==> src/logic/ltr_pkg.sv <==
/*
  Constants for the line-side tone and ring status register block:
  register indices, byte addresses, field positions, reset values and
  AXI4-Lite response codes.
  Assumes a 32-bit AXI4-Lite bus with one register per aligned word.
*/
package ltr_pkg;
  localparam int unsigned REG_W = 8;
  localparam int unsigned ADDR_W = 8;
  // Printed indices; byte address is four times the index
  localparam logic [7:0] IDX_BILLING = 8'h11;
  localparam logic [7:0] IDX_RING = 8'h12;
  localparam logic [7:0] IDX_IRQ_STATUS = 8'h20;
  localparam logic [7:0] IDX_IRQ_MASK = 8'h21;
  localparam logic [7:0] IDX_LINE_CTRL = 8'h22;
  localparam logic [ADDR_W-1:0] ADDR_BILLING = 8'h44;
  localparam logic [ADDR_W-1:0] ADDR_RING = 8'h48;
  localparam logic [ADDR_W-1:0] ADDR_IRQ_STATUS = 8'h80;
  localparam logic [ADDR_W-1:0] ADDR_IRQ_MASK = 8'h84;
  localparam logic [ADDR_W-1:0] ADDR_LINE_CTRL = 8'h88;
  // Billing/overload register fields
  localparam int unsigned BIT_BTD = 0;
  localparam int unsigned BIT_ROV = 1;
  localparam int unsigned BIT_BTE = 2;
  // Ring-control register fields
  localparam int unsigned BIT_SQUELCH = 0;
  localparam int unsigned BIT_FULL_WAVE = 1;
  // Interrupt status fields
  localparam int unsigned IRQ_BTD = 0;
  localparam int unsigned IRQ_ROV = 1;
  localparam int unsigned IRQ_W = 2;
  // Line control field: full-wave rectification request
  localparam int unsigned BIT_FW_REQ = 0;
  localparam logic [REG_W-1:0] RST_BILLING = 8'h00;
  localparam logic [REG_W-1:0] RST_RING = 8'h00;
  localparam logic [1:0] RESP_OKAY = 2'h0;
  localparam logic [1:0] RESP_SLVERR = 2'h2;
endpackage : ltr_pkg

==> src/logic/ltr_regs.sv <==
/*
  Line-side tone and ring status registers behind an AXI4-Lite slave.
  Holds billing/overload flags, ring control, interrupt status and mask.
  Assumes detector inputs and line inputs arrive asynchronously and are
  synchronised here; ring samples arrive on aclk.
  Assumes the host keeps at most one write and one read outstanding and
  carries register bits in byte lane 0 only; other lanes are ignored.
  Unmapped offsets answer with an error response and change nothing.
*/
// Added by the designer: the AXI4-Lite register port.
module ltr_regs
  import ltr_pkg::*;
#(
  parameter int unsigned SW = 16
) (
  input wire logic aclk,
  input wire logic aresetn,
  // Write address, data and response channels
  input wire logic [ADDR_W-1:0] s_axi_awaddr,
  input wire logic s_axi_awvalid,
  output logic s_axi_awready,
  input wire logic [31:0] s_axi_wdata,
  input wire logic [3:0] s_axi_wstrb,
  input wire logic s_axi_wvalid,
  output logic s_axi_wready,
  output logic [1:0] s_axi_bresp,
  output logic s_axi_bvalid,
  input wire logic s_axi_bready,
  // Read address and data channels
  input wire logic [ADDR_W-1:0] s_axi_araddr,
  input wire logic s_axi_arvalid,
  output logic s_axi_arready,
  output logic [31:0] s_axi_rdata,
  output logic [1:0] s_axi_rresp,
  output logic s_axi_rvalid,
  input wire logic s_axi_rready,
  // Line pins, asynchronous to aclk
  input wire logic tone_present,
  input wire logic rx_overload,
  input wire logic hook_request,
  // Ring samples, already on aclk
  input wire logic ring_valid,
  input wire logic [SW-1:0] ring_sample,
  // Line-side outputs and interrupt
  output logic off_hook,
  output logic ring_squelch,
  output logic serial_receive_valid,
  output logic [SW-1:0] serial_receive_out,
  output logic irq
);
  // Register fields
  logic billing_tone_enable;
  logic billing_tone_detected;
  logic receive_overload;
  logic ring_full_wave_active;
  logic fw_request;
  logic [IRQ_W-1:0] irq_status;
  logic [IRQ_W-1:0] irq_mask;
  logic [IRQ_W-1:0] irq_event;

  // Synchronised line inputs and detected events
  logic [2:0] line_sync;
  logic tone_s;
  logic ovl_s;
  logic hook_s;
  logic ovl_prev;
  logic tone_event;
  logic ovl_event;

  // Write path: address and data held until both are in
  logic aw_held;
  logic w_held;
  logic [ADDR_W-1:0] aw_addr;
  logic [31:0] w_data;
  logic [3:0] w_strb;
  logic wr_fire;
  logic wr_lane0;
  logic [REG_W-1:0] wbyte;

  // Read path
  logic [REG_W-1:0] billing_rd;
  logic [REG_W-1:0] ring_rd;
  logic [31:0] next_rdata;
  logic next_rerr;

  // Pins from the line side cross into aclk here
  // Two flops each; nothing reads the first stage
  ltr_sync #(
    .W(3)
  ) u_sync (
    .aclk(aclk),
    .aresetn(aresetn),
    .async_in({hook_request, rx_overload, tone_present}),
    .sync_out(line_sync)
  );
  assign tone_s = line_sync[0];
  assign ovl_s = line_sync[1];
  assign hook_s = line_sync[2];

  // Tone only counts while detection is enabled
  assign tone_event = billing_tone_enable && tone_s;
  assign ovl_event = ovl_s && !ovl_prev;

  // Event vector in interrupt status bit order
  assign irq_event[IRQ_BTD] = tone_event;
  assign irq_event[IRQ_ROV] = ovl_event;

  // Previous overload level; idle low so reset gives no false edge
  always_ff @(posedge aclk) begin
    if (!aresetn) begin
      ovl_prev <= 1'b0;
    end else begin
      ovl_prev <= ovl_s;
    end
  end

  // Write channel capture: address and data accepted in either order
  always_ff @(posedge aclk) begin
    if (!aresetn) begin
      aw_held <= 1'b0;
      w_held <= 1'b0;
      aw_addr <= '0;
      w_data <= '0;
      w_strb <= '0;
    end else begin
      if (s_axi_awvalid && s_axi_awready) begin
        aw_held <= 1'b1;
        aw_addr <= s_axi_awaddr;
      end else if (wr_fire) begin
        aw_held <= 1'b0;
      end
      if (s_axi_wvalid && s_axi_wready) begin
        w_held <= 1'b1;
        w_data <= s_axi_wdata;
        w_strb <= s_axi_wstrb;
      end else if (wr_fire) begin
        w_held <= 1'b0;
      end
    end
  end

  // Ready only when the slot is empty and no response is pending
  // Registered ready costs a cycle per write but keeps the path short
  always_ff @(posedge aclk) begin
    if (!aresetn) begin
      s_axi_awready <= 1'b0;
      s_axi_wready <= 1'b0;
    end else begin
      s_axi_awready <= !aw_held && !s_axi_bvalid &&
                       !(s_axi_awvalid && s_axi_awready);
      s_axi_wready <= !w_held && !s_axi_bvalid &&
                      !(s_axi_wvalid && s_axi_wready);
    end
  end

  assign wr_fire = aw_held && w_held && !s_axi_bvalid;
  assign wr_lane0 = wr_fire && w_strb[0];
  assign wbyte = w_data[REG_W-1:0];

  // Write response; unmapped addresses answer with an error
  // Response waits for bready; no new write is taken meanwhile
  always_ff @(posedge aclk) begin
    if (!aresetn) begin
      s_axi_bvalid <= 1'b0;
      s_axi_bresp <= RESP_OKAY;
    end else if (wr_fire) begin
      s_axi_bvalid <= 1'b1;
      unique case (aw_addr)
        ADDR_BILLING, ADDR_RING, ADDR_IRQ_STATUS, ADDR_IRQ_MASK,
        ADDR_LINE_CTRL: s_axi_bresp <= RESP_OKAY;
        default: s_axi_bresp <= RESP_SLVERR;
      endcase
    end else if (s_axi_bready) begin
      s_axi_bvalid <= 1'b0;
    end
  end

  // Enable bit is the only plain writable field of the billing register
  always_ff @(posedge aclk) begin
    if (!aresetn) begin
      billing_tone_enable <= RST_BILLING[BIT_BTE];
    end else if (wr_lane0 && aw_addr == ADDR_BILLING) begin
      billing_tone_enable <= wbyte[BIT_BTE];
    end
  end

  // Sticky flags: a zero write clears, a one write keeps; set beats clear
  always_ff @(posedge aclk) begin
    if (!aresetn) begin
      billing_tone_detected <= RST_BILLING[BIT_BTD];
      receive_overload <= RST_BILLING[BIT_ROV];
    end else begin
      if (tone_event) begin
        billing_tone_detected <= 1'b1;
      end else if (wr_lane0 && aw_addr == ADDR_BILLING &&
                   !wbyte[BIT_BTD]) begin
        billing_tone_detected <= 1'b0;
      end
      if (ovl_event) begin
        receive_overload <= 1'b1;
      end else if (wr_lane0 && aw_addr == ADDR_BILLING &&
                   !wbyte[BIT_ROV]) begin
        receive_overload <= 1'b0;
      end
    end
  end

  // Squelch is written by the host; rectifier status is read-only
  always_ff @(posedge aclk) begin
    if (!aresetn) begin
      ring_squelch <= RST_RING[BIT_SQUELCH];
    end else if (wr_lane0 && aw_addr == ADDR_RING) begin
      ring_squelch <= wbyte[BIT_SQUELCH];
    end
  end

  // Full-wave mode is requested by software and reported back read-only
  always_ff @(posedge aclk) begin
    if (!aresetn) begin
      fw_request <= 1'b0;
      ring_full_wave_active <= RST_RING[BIT_FULL_WAVE];
    end else begin
      if (wr_lane0 && aw_addr == ADDR_LINE_CTRL) begin
        fw_request <= wbyte[BIT_FW_REQ];
      end
      ring_full_wave_active <= fw_request;
    end
  end

  // Interrupt status per bit: write one to clear, new event wins
  generate
    for (genvar i = 0; i < IRQ_W; i++) begin : g_irq_status
      always_ff @(posedge aclk) begin
        if (!aresetn) begin
          irq_status[i] <= 1'b0;
        end else if (irq_event[i]) begin
          irq_status[i] <= 1'b1;
        end else if (wr_lane0 && aw_addr == ADDR_IRQ_STATUS &&
                     wbyte[i]) begin
          irq_status[i] <= 1'b0;
        end
      end
    end
  endgenerate

  // Mask has the status layout; a masked event still latches
  always_ff @(posedge aclk) begin
    if (!aresetn) begin
      irq_mask <= '0;
    end else if (wr_lane0 && aw_addr == ADDR_IRQ_MASK) begin
      irq_mask <= wbyte[IRQ_W-1:0];
    end
  end

  // Registered so the interrupt pin comes straight from a flop
  always_ff @(posedge aclk) begin
    if (!aresetn) begin
      irq <= 1'b0;
    end else begin
      irq <= |(irq_status & irq_mask);
    end
  end

  // Hold off-hook through a tone while detection is enabled
  // Tone path is gated by the enable, so a disabled detector never hooks
  always_ff @(posedge aclk) begin
    if (!aresetn) begin
      off_hook <= 1'b0;
    end else begin
      off_hook <= hook_s || (billing_tone_enable && tone_s);
    end
  end

  // Ring samples reflect the rectifier mode on the serial output
  // One cycle through the shaper, so strobe and data stay aligned
  ltr_rectify #(
    .SW(SW)
  ) u_rect (
    .aclk(aclk),
    .aresetn(aresetn),
    .full_wave(ring_full_wave_active),
    .in_valid(ring_valid),
    .in_sample(ring_sample),
    .out_valid(serial_receive_valid),
    .out_sample(serial_receive_out)
  );

  // Readback images; unused bits forced low
  always_comb begin
    billing_rd = '0;
    billing_rd[BIT_BTE] = billing_tone_enable;
    billing_rd[BIT_ROV] = receive_overload;
    billing_rd[BIT_BTD] = billing_tone_detected;
    ring_rd = '0;
    ring_rd[BIT_FULL_WAVE] = ring_full_wave_active;
    ring_rd[BIT_SQUELCH] = ring_squelch;
  end

  // Read decode
  // Combinational on araddr; used only at the address handshake
  always_comb begin
    next_rdata = '0;
    next_rerr = 1'b0;
    unique case (s_axi_araddr)
      ADDR_BILLING: next_rdata[REG_W-1:0] = billing_rd;
      ADDR_RING: next_rdata[REG_W-1:0] = ring_rd;
      ADDR_IRQ_STATUS: next_rdata[IRQ_W-1:0] = irq_status;
      ADDR_IRQ_MASK: next_rdata[IRQ_W-1:0] = irq_mask;
      ADDR_LINE_CTRL: next_rdata[BIT_FW_REQ] = fw_request;
      default: next_rerr = 1'b1;
    endcase
  end

  // One read in flight; address taken only when no data is pending
  // rvalid drops on the rready edge; arready returns one cycle later
  always_ff @(posedge aclk) begin
    if (!aresetn) begin
      s_axi_arready <= 1'b0;
      s_axi_rvalid <= 1'b0;
      s_axi_rdata <= '0;
      s_axi_rresp <= RESP_OKAY;
    end else begin
      s_axi_arready <= !s_axi_rvalid && !(s_axi_arvalid && s_axi_arready);
      if (s_axi_arvalid && s_axi_arready) begin
        s_axi_rvalid <= 1'b1;
        s_axi_rdata <= next_rdata;
        s_axi_rresp <= next_rerr ? RESP_SLVERR : RESP_OKAY;
      end else if (s_axi_rready) begin
        s_axi_rvalid <= 1'b0;
      end
    end
  end
endmodule : ltr_regs

==> src/logic/ltr_sync.sv <==
/*
  Two-flip-flop synchroniser for a bundle of level inputs.
  Assumes inputs come from outside the aclk domain.
*/
module ltr_sync #(
  parameter int unsigned W = 1
) (
  input wire logic aclk,
  input wire logic aresetn,
  input wire logic [W-1:0] async_in,
  output logic [W-1:0] sync_out
);
  logic [W-1:0] stage1;

  // First stage feeds only the second
  always_ff @(posedge aclk) begin
    if (!aresetn) begin
      stage1 <= '0;
      sync_out <= '0;
    end else begin
      stage1 <= async_in;
      sync_out <= stage1;
    end
  end
endmodule : ltr_sync

==> src/logic/ltr_rectify.sv <==
/*
  Ring sample shaper: passes ring-detect samples straight, or folds them
  to magnitude when full-wave rectification is active.
  Assumes two's complement samples on the aclk domain.
*/
module ltr_rectify #(
  parameter int unsigned SW = 16
) (
  input wire logic aclk,
  input wire logic aresetn,
  input wire logic full_wave,
  input wire logic in_valid,
  input wire logic [SW-1:0] in_sample,
  output logic out_valid,
  output logic [SW-1:0] out_sample
);
  logic [SW-1:0] magnitude;

  // Most negative value saturates rather than wrapping
  always_comb begin
    if (!in_sample[SW-1]) begin
      magnitude = in_sample;
    end else if (in_sample == {1'b1, {(SW-1){1'b0}}}) begin
      magnitude = {1'b0, {(SW-1){1'b1}}};
    end else begin
      magnitude = SW'(~in_sample + 1'b1);
    end
  end

  // Registered output stage
  always_ff @(posedge aclk) begin
    if (!aresetn) begin
      out_valid <= 1'b0;
      out_sample <= '0;
    end else begin
      out_valid <= in_valid;
      if (in_valid) begin
        out_sample <= full_wave ? magnitude : in_sample;
      end
    end
  end
endmodule : ltr_rectify

==> config.mk <==
export PLATFORM = sky130hd
export DESIGN_NAME = ltr_regs
export DESIGN_NICKNAME = d
export VERILOG_FILES = /design/src/logic/ltr_pkg.sv /design/src/logic/ltr_regs.sv /design/src/logic/ltr_sync.sv /design/src/logic/ltr_rectify.sv
export SDC_FILE = /design/constraint.sdc
export NUM_CORES = 1
export LEC_CHECK = 0
export BUFFER_PORTS_ARGS = -buffer_cell sky130_fd_sc_hd__buf_2
export CAP_MARGIN = 40
export CORE_MARGIN = 10
export CORE_UTILIZATION = 49
export DETAILED_ROUTE_END_ITERATION = 8
export PLACE_DENSITY = 0.91
export SETUP_SLACK_MARGIN = 0.2
export SYNTH_ARGS = -nofsm -noshare
export SYNTH_HDL_FRONTEND = slang
export SYNTH_SLANG_ARGS = --single-unit
==> constraint.sdc <==
create_clock -name aclk -period 6.75 [get_ports aclk]
set_clock_uncertainty 0.05 [all_clocks]
set_input_delay 2.025 -clock aclk [delete_from_list [all_inputs] [get_ports aclk]]
set_output_delay 2.025 -clock aclk [all_outputs]
set_load 0.005 [all_outputs]
# == Word level (Yosys, flattened, before mapping) ==
# Cells that the tools add are included.
# word_totals
reg_bits,67
input_bits,79
elab_cells,110
out_inout_bits,61
# op_classes
eq_ne,11
muxes,23
n_bitwise,2
n_reduce_logical,44
addsub,1
# ops
cell,count
$eq 8x8->1 const B,6
$mux 16,3
$eq 8x7->1 const B,4
$logic_and 1x1->1,22
$add 16x1->16 const B,1
$eq 16x16->1 const B,1
$mux 1,16
$not 16->16,1
$reduce_bool 2->1,8
$logic_not 1->1,10
$reduce_or 5->1,2
$pmux 1 s5,1
$mux 2,2
$pmux 1 s4,1
$and 2x2->2,1
$reduce_or 2->1,1
$logic_or 1x1->1,1

# == Depth between registers and ports, before layout ==
# Gate-level depths: netlist of the first run.
# depth
depth_word,7
ltp_mapped,8
ltp_nobuf,7

# == Modules after synthesis ==
# A second synthesis of the first run with hierarchy kept.
# unflattened
cells_unflattened,334
area_unflattened_um2,2954.1
# by_module_without_submodules
module,instances,area_per_inst_um2,cells_per_inst,seq_area_each_um2
ltr_regs,1,1798.0,211,740.7
ltr_rectify,1,998.5,111,340.3
ltr_sync,1,157.7,12,120.1

# == Worst setup path after synthesis of the first run ==
# OpenSTA, ideal clock, no wires.
# synth_timing
path_type,input-to-reg
start,input port ring_sample[0]
end,register u_rect.out_sample[13]
arrival_ps,3511
n_path_buf,1
cell_stages,8
t_required_ps,6630
setup_ps,70
slack_ps,3119
path_cell_list,inv_1 ha_1 or4b_1 nor3_4 and4_4 a21oi_2 buf_6 a21oi_1
# synth_via
elab_chain_cells,5
word_cells_on_any_way,6
cone_classes,add/sub (1); eq/ne (1); mux (3); bitwise (1)
# synth_rtl
element,line,text
from (decl),ltr_regs.sv:43,"input wire logic [SW-1:0] ring_sample,"
$not 16->16,ltr_rectify.sv:26,magnitude = SW'(~in_sample + 1'b1);
$add 16x1->16,ltr_rectify.sv:26,
$mux 16 *,ltr_rectify.sv:23,"end else if (in_sample == {1'b1, {(SW-1){1'b0}}}) begin"
$mux 16 *,ltr_rectify.sv:21,if (!in_sample[SW-1]) begin
$mux 16 *,ltr_rectify.sv:38,out_sample <= full_wave ? magnitude : in_sample;
to (signal assigned),ltr_rectify.sv:38,
to (decl),ltr_rectify.sv:15,output logic [SW-1:0] out_sample
# Every way passes the cells marked *; elsewhere a longest branch is shown, timed or not.
# A chain may end at the register's enable or synchronous reset.

# == Worst setup path after layout of the first run ==
# layout_timing
start,input port ring_sample[0]
end,register u_rect.out_sample[8]
# Same word-level chain as after synthesis.

==> summary.md, run 1 <==
| Metric | Value |
|---|---|
| Status | complete, no violations |
| Cell taking the most area after synthesis | dfxtp_1 |
| Hold-fix buffers, CTS | 0 |
| FP Rows | 27 |
| Final WL | 6.846 mm |
| Yosys reg bits | 60 |
| Met1 usage | 0.1667 |
| Worst hold path type | reg2reg |
| Rel. slew slack | 0.4331 |
| Total grt overflow | 0 |
| Setup bufs post-CTS | 0 |
| Chip width | 95.85 um |
| Clk_lat worst skew | roughly 340 ps |
| GRT Resource Usage Total | 0.1539 |
| Async set-reset flop share out of synthesis | 0 |
| Initial antenna violation count | 0 |
| Global Route met2 Usage | 0.2551 |
| Final setup vio count | 0 |
| Unrepaired setup endpoints after global routing | false |
| I/O Pins | 140 |
| Count of different cell masters after synthesis | 46 |
| Final period util | 0.5429 |
| Gr busiest metal | met2 |
| Full die area | 9187 sq um |
| Sequential-to-total area share from yosys stat | 0.4261 |
| Drt wl/cell | between 10 and 15 um |
| Crit path from | ring_sample[0] |
| Cts bufs inserted | 9 |
| PortBufs | 76 |
| Final min period | 3665 ps |
| # nets final | 481 |
| Critical R2R Capture | receive_overload |
| Fill count | slightly above 500 |
| MaxCap Viol Count | 0 |
| Fmax | 0.2729 GHz |
| CTS tree | done |
| Required time worst endpoint | 6960 ps |
| H-tree level count | 3 |
| TritonCTS Sinks | 60 |
| First-pass GRT wire length | 11.37 mm |
| Clock buffer depth | 2 |
| Least-Margin Pin Slew | roughly 850 ps |
| Drt drc | 0 |
| Power Dens Cells | 237.1 nW/um^2 |
| Antenna-violating nets left | 0 |
| Initial core utilization | 0.5088 |
| Syn Std Cell Area | 2819 sq um |
| Largest net degree at the start of global routing | 61 |
| Vias in the first global route | 2521 |
| Reg clk slew, reported paths | 60 ps |
| Core box area | 5540 sq um |
| Most frequent cells in the layout | buf_2 (76), dfxtp_1 (60), nand2_1 (34), conb_1 (31), o21ai_0 (30) |
| Share of the synthesized area in the top cell type | 0.4261 |
| Area grow syn2layout | 17.89% |
| Static Leak | 0.001471 uW |
| Ant diodes | 0 |
| Mapped Avg Cell Area | just under 9 sq um |
| Share of post-route cells with drive strength above 1 | 0.2414 |
| Post_cts resized | 0 |
| HPWL Detailed | 5.076 mm |
| Setup slack, reg-to-reg | 4910 ps |
| Setup crit end | u_rect.out_sample[8] |
| Clock tree root driver cell | clkbuf_8 |
| Final hold violation count | 0 |
| Worst Path Arrival | 3870 ps |
| Via count | between 2000 and 2500 |
| FF-to-FF Start | aw_addr[0] |
| DRT Pass-1 Iters | 4 |
| Initial DRC Count | 93 |
| M3 GR Usage | 0.06381 |
| Commonest non-fill, non-tap cell in the layout | buf_2 |
| Synth Warn # | 0 |
| Max Slew Vio Count | 0 |
| EDFF count, synth | 0 |
| Worst R2R Path Depth | 5 |
| Top cells by area in the synthesized netlist | dfxtp_1 (43%), buf_4 (8.3%), o21ai_0 (5.3%) |
| Main synth FF type | dfxtp_1 |
| CP Capture Type | flip-flop |
| Worst-path fanout max | 13 |
| Post-Synthesis Cells | between 300 and 400 |
| Maximum vdd drop | 0.1140 mV |
| Via density | 5.088 |
| Die height | 95.85 um |
| Setup TNS | 0 ps |
| Global placement routability congestion | ~0.8 |
| Startpoint Class | input pin |
| Worst hold slack | 384.7 ps |
| Worst Setup Path Type | in2reg |
kinds of logic (layout without fill, tap and decap cells):
| group | after synthesis | in the layout | synth area share |
|---|---|---|---|
| AND/OR/NAND/NOR | 103 | 103 | 0.1980 |
| AO/OA/AOI/OAI | 92 | 92 | 0.2020 |
| flip-flops | 60 | 60 | 0.4261 |
| buffers and inverters | 52 | 102 | 0.1132 |
| XOR/XNOR | 12 | 12 | 0.03728 |
| multiplexers | 5 | 5 | 0.01775 |
| adder cells (fa/ha/maj) | 1 | 1 | 0.004438 |
| other | 1 | 31 | 0.001330 |
stage by stage:
step | utilization | setup WS, ps | cell area (sq um) | total power [uW] | std cells
detailed placement | 0.5632 | 2775 | 3120 | 466.3 | 462
global placement | 0.5632 | 2839 | 3120 | 462.9 | 462
global route | 0.5998 | 2942 | 3323 | 822.7 | 478
finish | 0.5998 | 3085 | 3323 | 788.0 | 478
CTS | 0.5998 | 3100 | 3323 | 792.1 | 478
floorplan | - | 3119 | 2932 | 441.8 | 356
how the worst min path moves through the flow:
stage	start	end	slack, ps	cells after the start
final	u_sync.stage1[1]	u_sync.sync_out[1]	380	1
after global routing	u_sync.stage1[2]	u_sync.sync_out[2]	400	1
after CTS	u_sync.stage1[2]	u_sync.sync_out[2]	380	1
after detailed placement	u_sync.stage1[1]	u_sync.sync_out[1]	370	1
after global placement	u_sync.stage1[2]	u_sync.sync_out[2]	360	1
after floorplan	u_sync.stage1[0]	u_sync.sync_out[0]	360	1
final cells by class:
cell class	count	area [sq um]	share of cell area
clock buffers	12	155.1	0.04669
clock inverters	4	47.55	0.01431
inverters	10	37.54	0.01130
multi-input cells	244	1411	0.4247
flip-flops and latches	60	1201	0.3614
well taps	72	90.09	0.02711
repair buffers	76	380.4	0.1145
critical path: stages:
cell and delay (ps):
buf_2 120, inv_1 70, ha_1 180, or4b_1 580, nor3_4 250, and4_4 270
a21oi_2 170, a21oi_1 190
state kept, by name, summed over array words and instances (netlist names), 2 cells and up:
register,flops
irq_mask,2
u_sync.stage1,3
w_data,3
aw_addr,8
u_sync.sync_out,3
irq_status,2
u_rect.out_sample,16
s_axi_rdata,3
power by group:
part	internal [uW]	switching, uW
Clock	189	139
Sequential	371	10.1
Combinational	33.9	44.2
metal layers:
metal | wire [um] | part of all wire | up-vias
met1 | 2712 | 0.40 | 1107
li1 | - | - | 1219
met5 | 0 | 0 | -
met2 | 3240 | 0.47 | 89
met4 | 129 | 0.019 | 0
met3 | 762 | 0.11 | 17
Yosys cell counts, drive strengths merged (2+ instances only):
master and n:
o21a 2, nor4 3, buf 32, and4 2
or2 2, a31oi 6, clkbuf 10, xnor2 6
a22oi 3, xor2 6, nand2 34, a21boi 19
nor4b 2, nand3 9, mux2i 5, inv 10
nand2b 6, o31ai 2, o41ai 2, nor2b 9
nor2 11, o21ai 30, a21oi 22, and2 12
dfxtp 60, nor3 4, or4 3
(Power assumes the default switching activity.)
==> run 2: changes to the inputs <==
--- a/config.mk
+++ b/config.mk
@@ -8,9 +8,9 @@
 export BUFFER_PORTS_ARGS = -buffer_cell sky130_fd_sc_hd__buf_2
 export CAP_MARGIN = 40
 export CORE_MARGIN = 10
-export CORE_UTILIZATION = 49
+export CORE_UTILIZATION = 46
 export DETAILED_ROUTE_END_ITERATION = 8
-export PLACE_DENSITY = 0.91
+export PLACE_DENSITY = 0.86
 export SETUP_SLACK_MARGIN = 0.2
 export SYNTH_ARGS = -nofsm -noshare
 export SYNTH_HDL_FRONTEND = slang
==> constraint.sdc (replaced) <==
create_clock -name aclk -period 3.6 [get_ports aclk]
set_clock_uncertainty 0.05 [all_clocks]
set_input_delay 1.08 -clock aclk [delete_from_list [all_inputs] [get_ports aclk]]
set_output_delay 1.08 -clock aclk [all_outputs]
set_load 0.005 [all_outputs]
==> summary.md, run 2 (synthesis gave the netlist of run 1 again) <==
| Metric | Value |
|---|---|
| Status | complete, no violations |
| Worst hold slack | 382.8 ps (-1.902 ps) |
| Least-Margin Pin Slew | 686.2 ps (-164.1 ps) |
| Static Leak | 0.001453 uW (-1.2%) |
| MaxCap Viol Count | 0 (unchanged) |
| TritonCTS Sinks | 60 (unchanged) |
| Final hold violation count | 0 (unchanged) |
| Setup TNS | 0 ps (unchanged) |
| Core box area | 5921 sq um (+6.9%) |
| Multi-input gate area | 1411 sq um (unchanged) |
| CP peak stage delay | 570 ps (about the same) |
| Sequential Area | 1201 sq um (unchanged) |
| H-tree level count | 3 (unchanged) |
| Startpoint Class | input pin |
| # nets final | 482 (+0.21%) |
| Clock buffer depth | 2 (unchanged) |
| Share of post-route cells with drive strength above 1 | 0.2365 (-0.004926) |
| Worst hold path type | reg2reg |
| Crit. path cell count | 8 (unchanged) |
| Unrepaired setup endpoints after global routing | false |
| Max Slew Vio Count | 0 (unchanged) |
| HPWL Detailed | 5.068 mm (-0.15%) |
| PortBufs | 76 (unchanged) |
| Crit path max-delay cell type | or4b_1 |
| CP top delay family | simple AND/OR/NAND/NOR gates |
| Drt wl/cell | 13.64 um (-4.8%) |
| CTS tree | done |
| Clock tree root driver cell | clkbuf_8 |
| Hold-fix buffers, CTS | 0 (unchanged) |
| Antenna-violating nets left | 0 (unchanged) |
| Worst-path fanout max | 13 (unchanged) |
| Total grt overflow | 0 (unchanged) |
| I/O Pins | 140 (unchanged) |
| Required time worst endpoint | 3800 ps (-3160 ps) |
| Final period util | 0.7492 |
| Drt drc | 0 (unchanged) |
| First-pass GRT wire length | 10.81 mm (-5.0%) |
| Final WL | 6.559 mm (-4.2%) |
| Ant diodes | 0 (unchanged) |
| Finished Layout Cells | 481 (+0.63%) |
| Global placement routability congestion | 0.8136 (+3.1%) |
| Crit path cell chain | buf_2 > inv_1 > ha_1 > or4b_1 > nor3_4 > and4_4 > a21oi_2 > a21oi_1 |
| Commonest non-fill, non-tap cell in the layout | buf_2 |
| Via density | 4.952 (-2.7%) |
| GRT Resource Usage Total | 0.1333 (-0.02066) |
| Die height | 98.28 um (+2.5%) |
| CP Capture Type | flip-flop |
| Setup slack, reg-to-reg | 1890 ps (-3020 ps) |
| Clk_lat worst skew | 330 ps (about the same) |
| Vias in the first global route | 2427 (-3.7%) |
| Final min period | 2697 ps |
| Fmax | 0.3707 GHz |
| Setup bufs post-CTS | 0 (unchanged) |
| Initial core utilization | 0.4761 (-0.03269) |
| Largest registers | u_rect.out_sample (16), aw_addr (8) |
| Post_cts resized | 0 (unchanged) |
| CP bufs+invs | 2 (unchanged) |
| Worst Setup Path Type | in2reg |
| Full die area | 9659 sq um (+5.1%) |
| Final setup vio count | 0 (unchanged) |
| Hold Startpoint | s_axi_rvalid |
| Placed cell count | 466 (+0.87%) |
| Fill count | 556 (+8.6%) |
| FF-to-FF Start | aw_addr[0] |
| Largest net degree at the start of global routing | 51 (-16%) |
| DRT Pass-1 Iters | 4 (unchanged) |
| Cts bufs inserted | 9 (unchanged) |
| Max FFs per register | 16 (unchanged) |
| FP Rows | 28 (+3.7%) |
| Reg clk slew, reported paths | 60 ps (about the same) |
| Via count | 2382 (-2.1%) |
| Largest reg by FF count | u_rect.out_sample |
| Critical R2R Capture | receive_overload |
| Initial antenna violation count | 0 (unchanged) |
| Initial DRC Count | 64 (-31%) |
| Power Dens Cells | 408.6 nW/um^2 (+72%) |
| Rel. slew slack | 0.5425 (+0.1094) |
| WHS Endpoint | s_axi_arready |
| Worst R2R Path Depth | 5 (unchanged) |
| Chip width | 98.28 um (+2.5%) |
| Area grow syn2layout | 16.42% |
| Maximum vdd drop | 0.2280 mV (+100%) |
| Worst Path Arrival | 2900 ps (-970 ps) |
| Hold Crit Depth | 1 (unchanged) |
| Most frequent cells in the layout | buf_2 (76), dfxtp_1 (60), nand2_1 (34), conb_1 (31), o21ai_0 (30) |
run 2: how the worst max path moves through the flow:
stage	start	to	slack (ps)
6_report	ring_sample[0]	u_rect.out_sample[8]	900
5_1_grt	ring_sample[0]	u_rect.out_sample[8]	810
4_1_cts	ring_sample[0]	u_rect.out_sample[8]	920
3_5_place_dp	ring_sample[0]	u_rect.out_sample[6]	590
3_3_place_gp	ring_sample[0]	u_rect.out_sample[0]	630
2_1_floorplan	ring_sample[0]	u_rect.out_sample[13]	910
run 2: metal layers:
layer / vias up / share of wire / global-route usage
met1: 1072 / 0.40 / 0.1326
li1: 1222 / - / -
met3: 9 / 0.11 / 0.07188
met2: 79 / 0.48 / 0.2289
met4: 0 / 0.012 / 0.05072
met5: - / 0 / 0
run 2: layout make-up:
cell class | count | share of cell area
tap | 75 | 0.02859
clock inverter | 3 | 0.004575
timing repair buffer | 77 | 0.1182
inverter | 10 | 0.01144
sequential | 60 | 0.3660
multi-input combinational | 244 | 0.4300
clock buffer | 12 | 0.04117
run 2: power by group:
group | total, uW | internal, uW | switching (uW)
logic | 146 | 64.0 | 82.2
clock network | 480 | 243 | 237
registers | 715 | 696 | 18.6
total | 1340 | 1000 | 338
run 2: through the flow:
| stage | power (uW) | worst slack [ps] | util | instance area (sq um) |
|---|---|---|---|---|
| after CTS | 1355 | 920.5 | 0.5543 | 3282 |
| after global routing | 1410 | 805.1 | 0.5543 | 3282 |
| after detailed placement | 874.8 | 588.9 | 0.5290 | 3132 |
| after global placement | 869.4 | 627.0 | 0.5290 | 3132 |
| after floorplan | 828.5 | 914.2 | - | 2932 |
| final | 1341 | 902.7 | 0.5543 | 3282 |
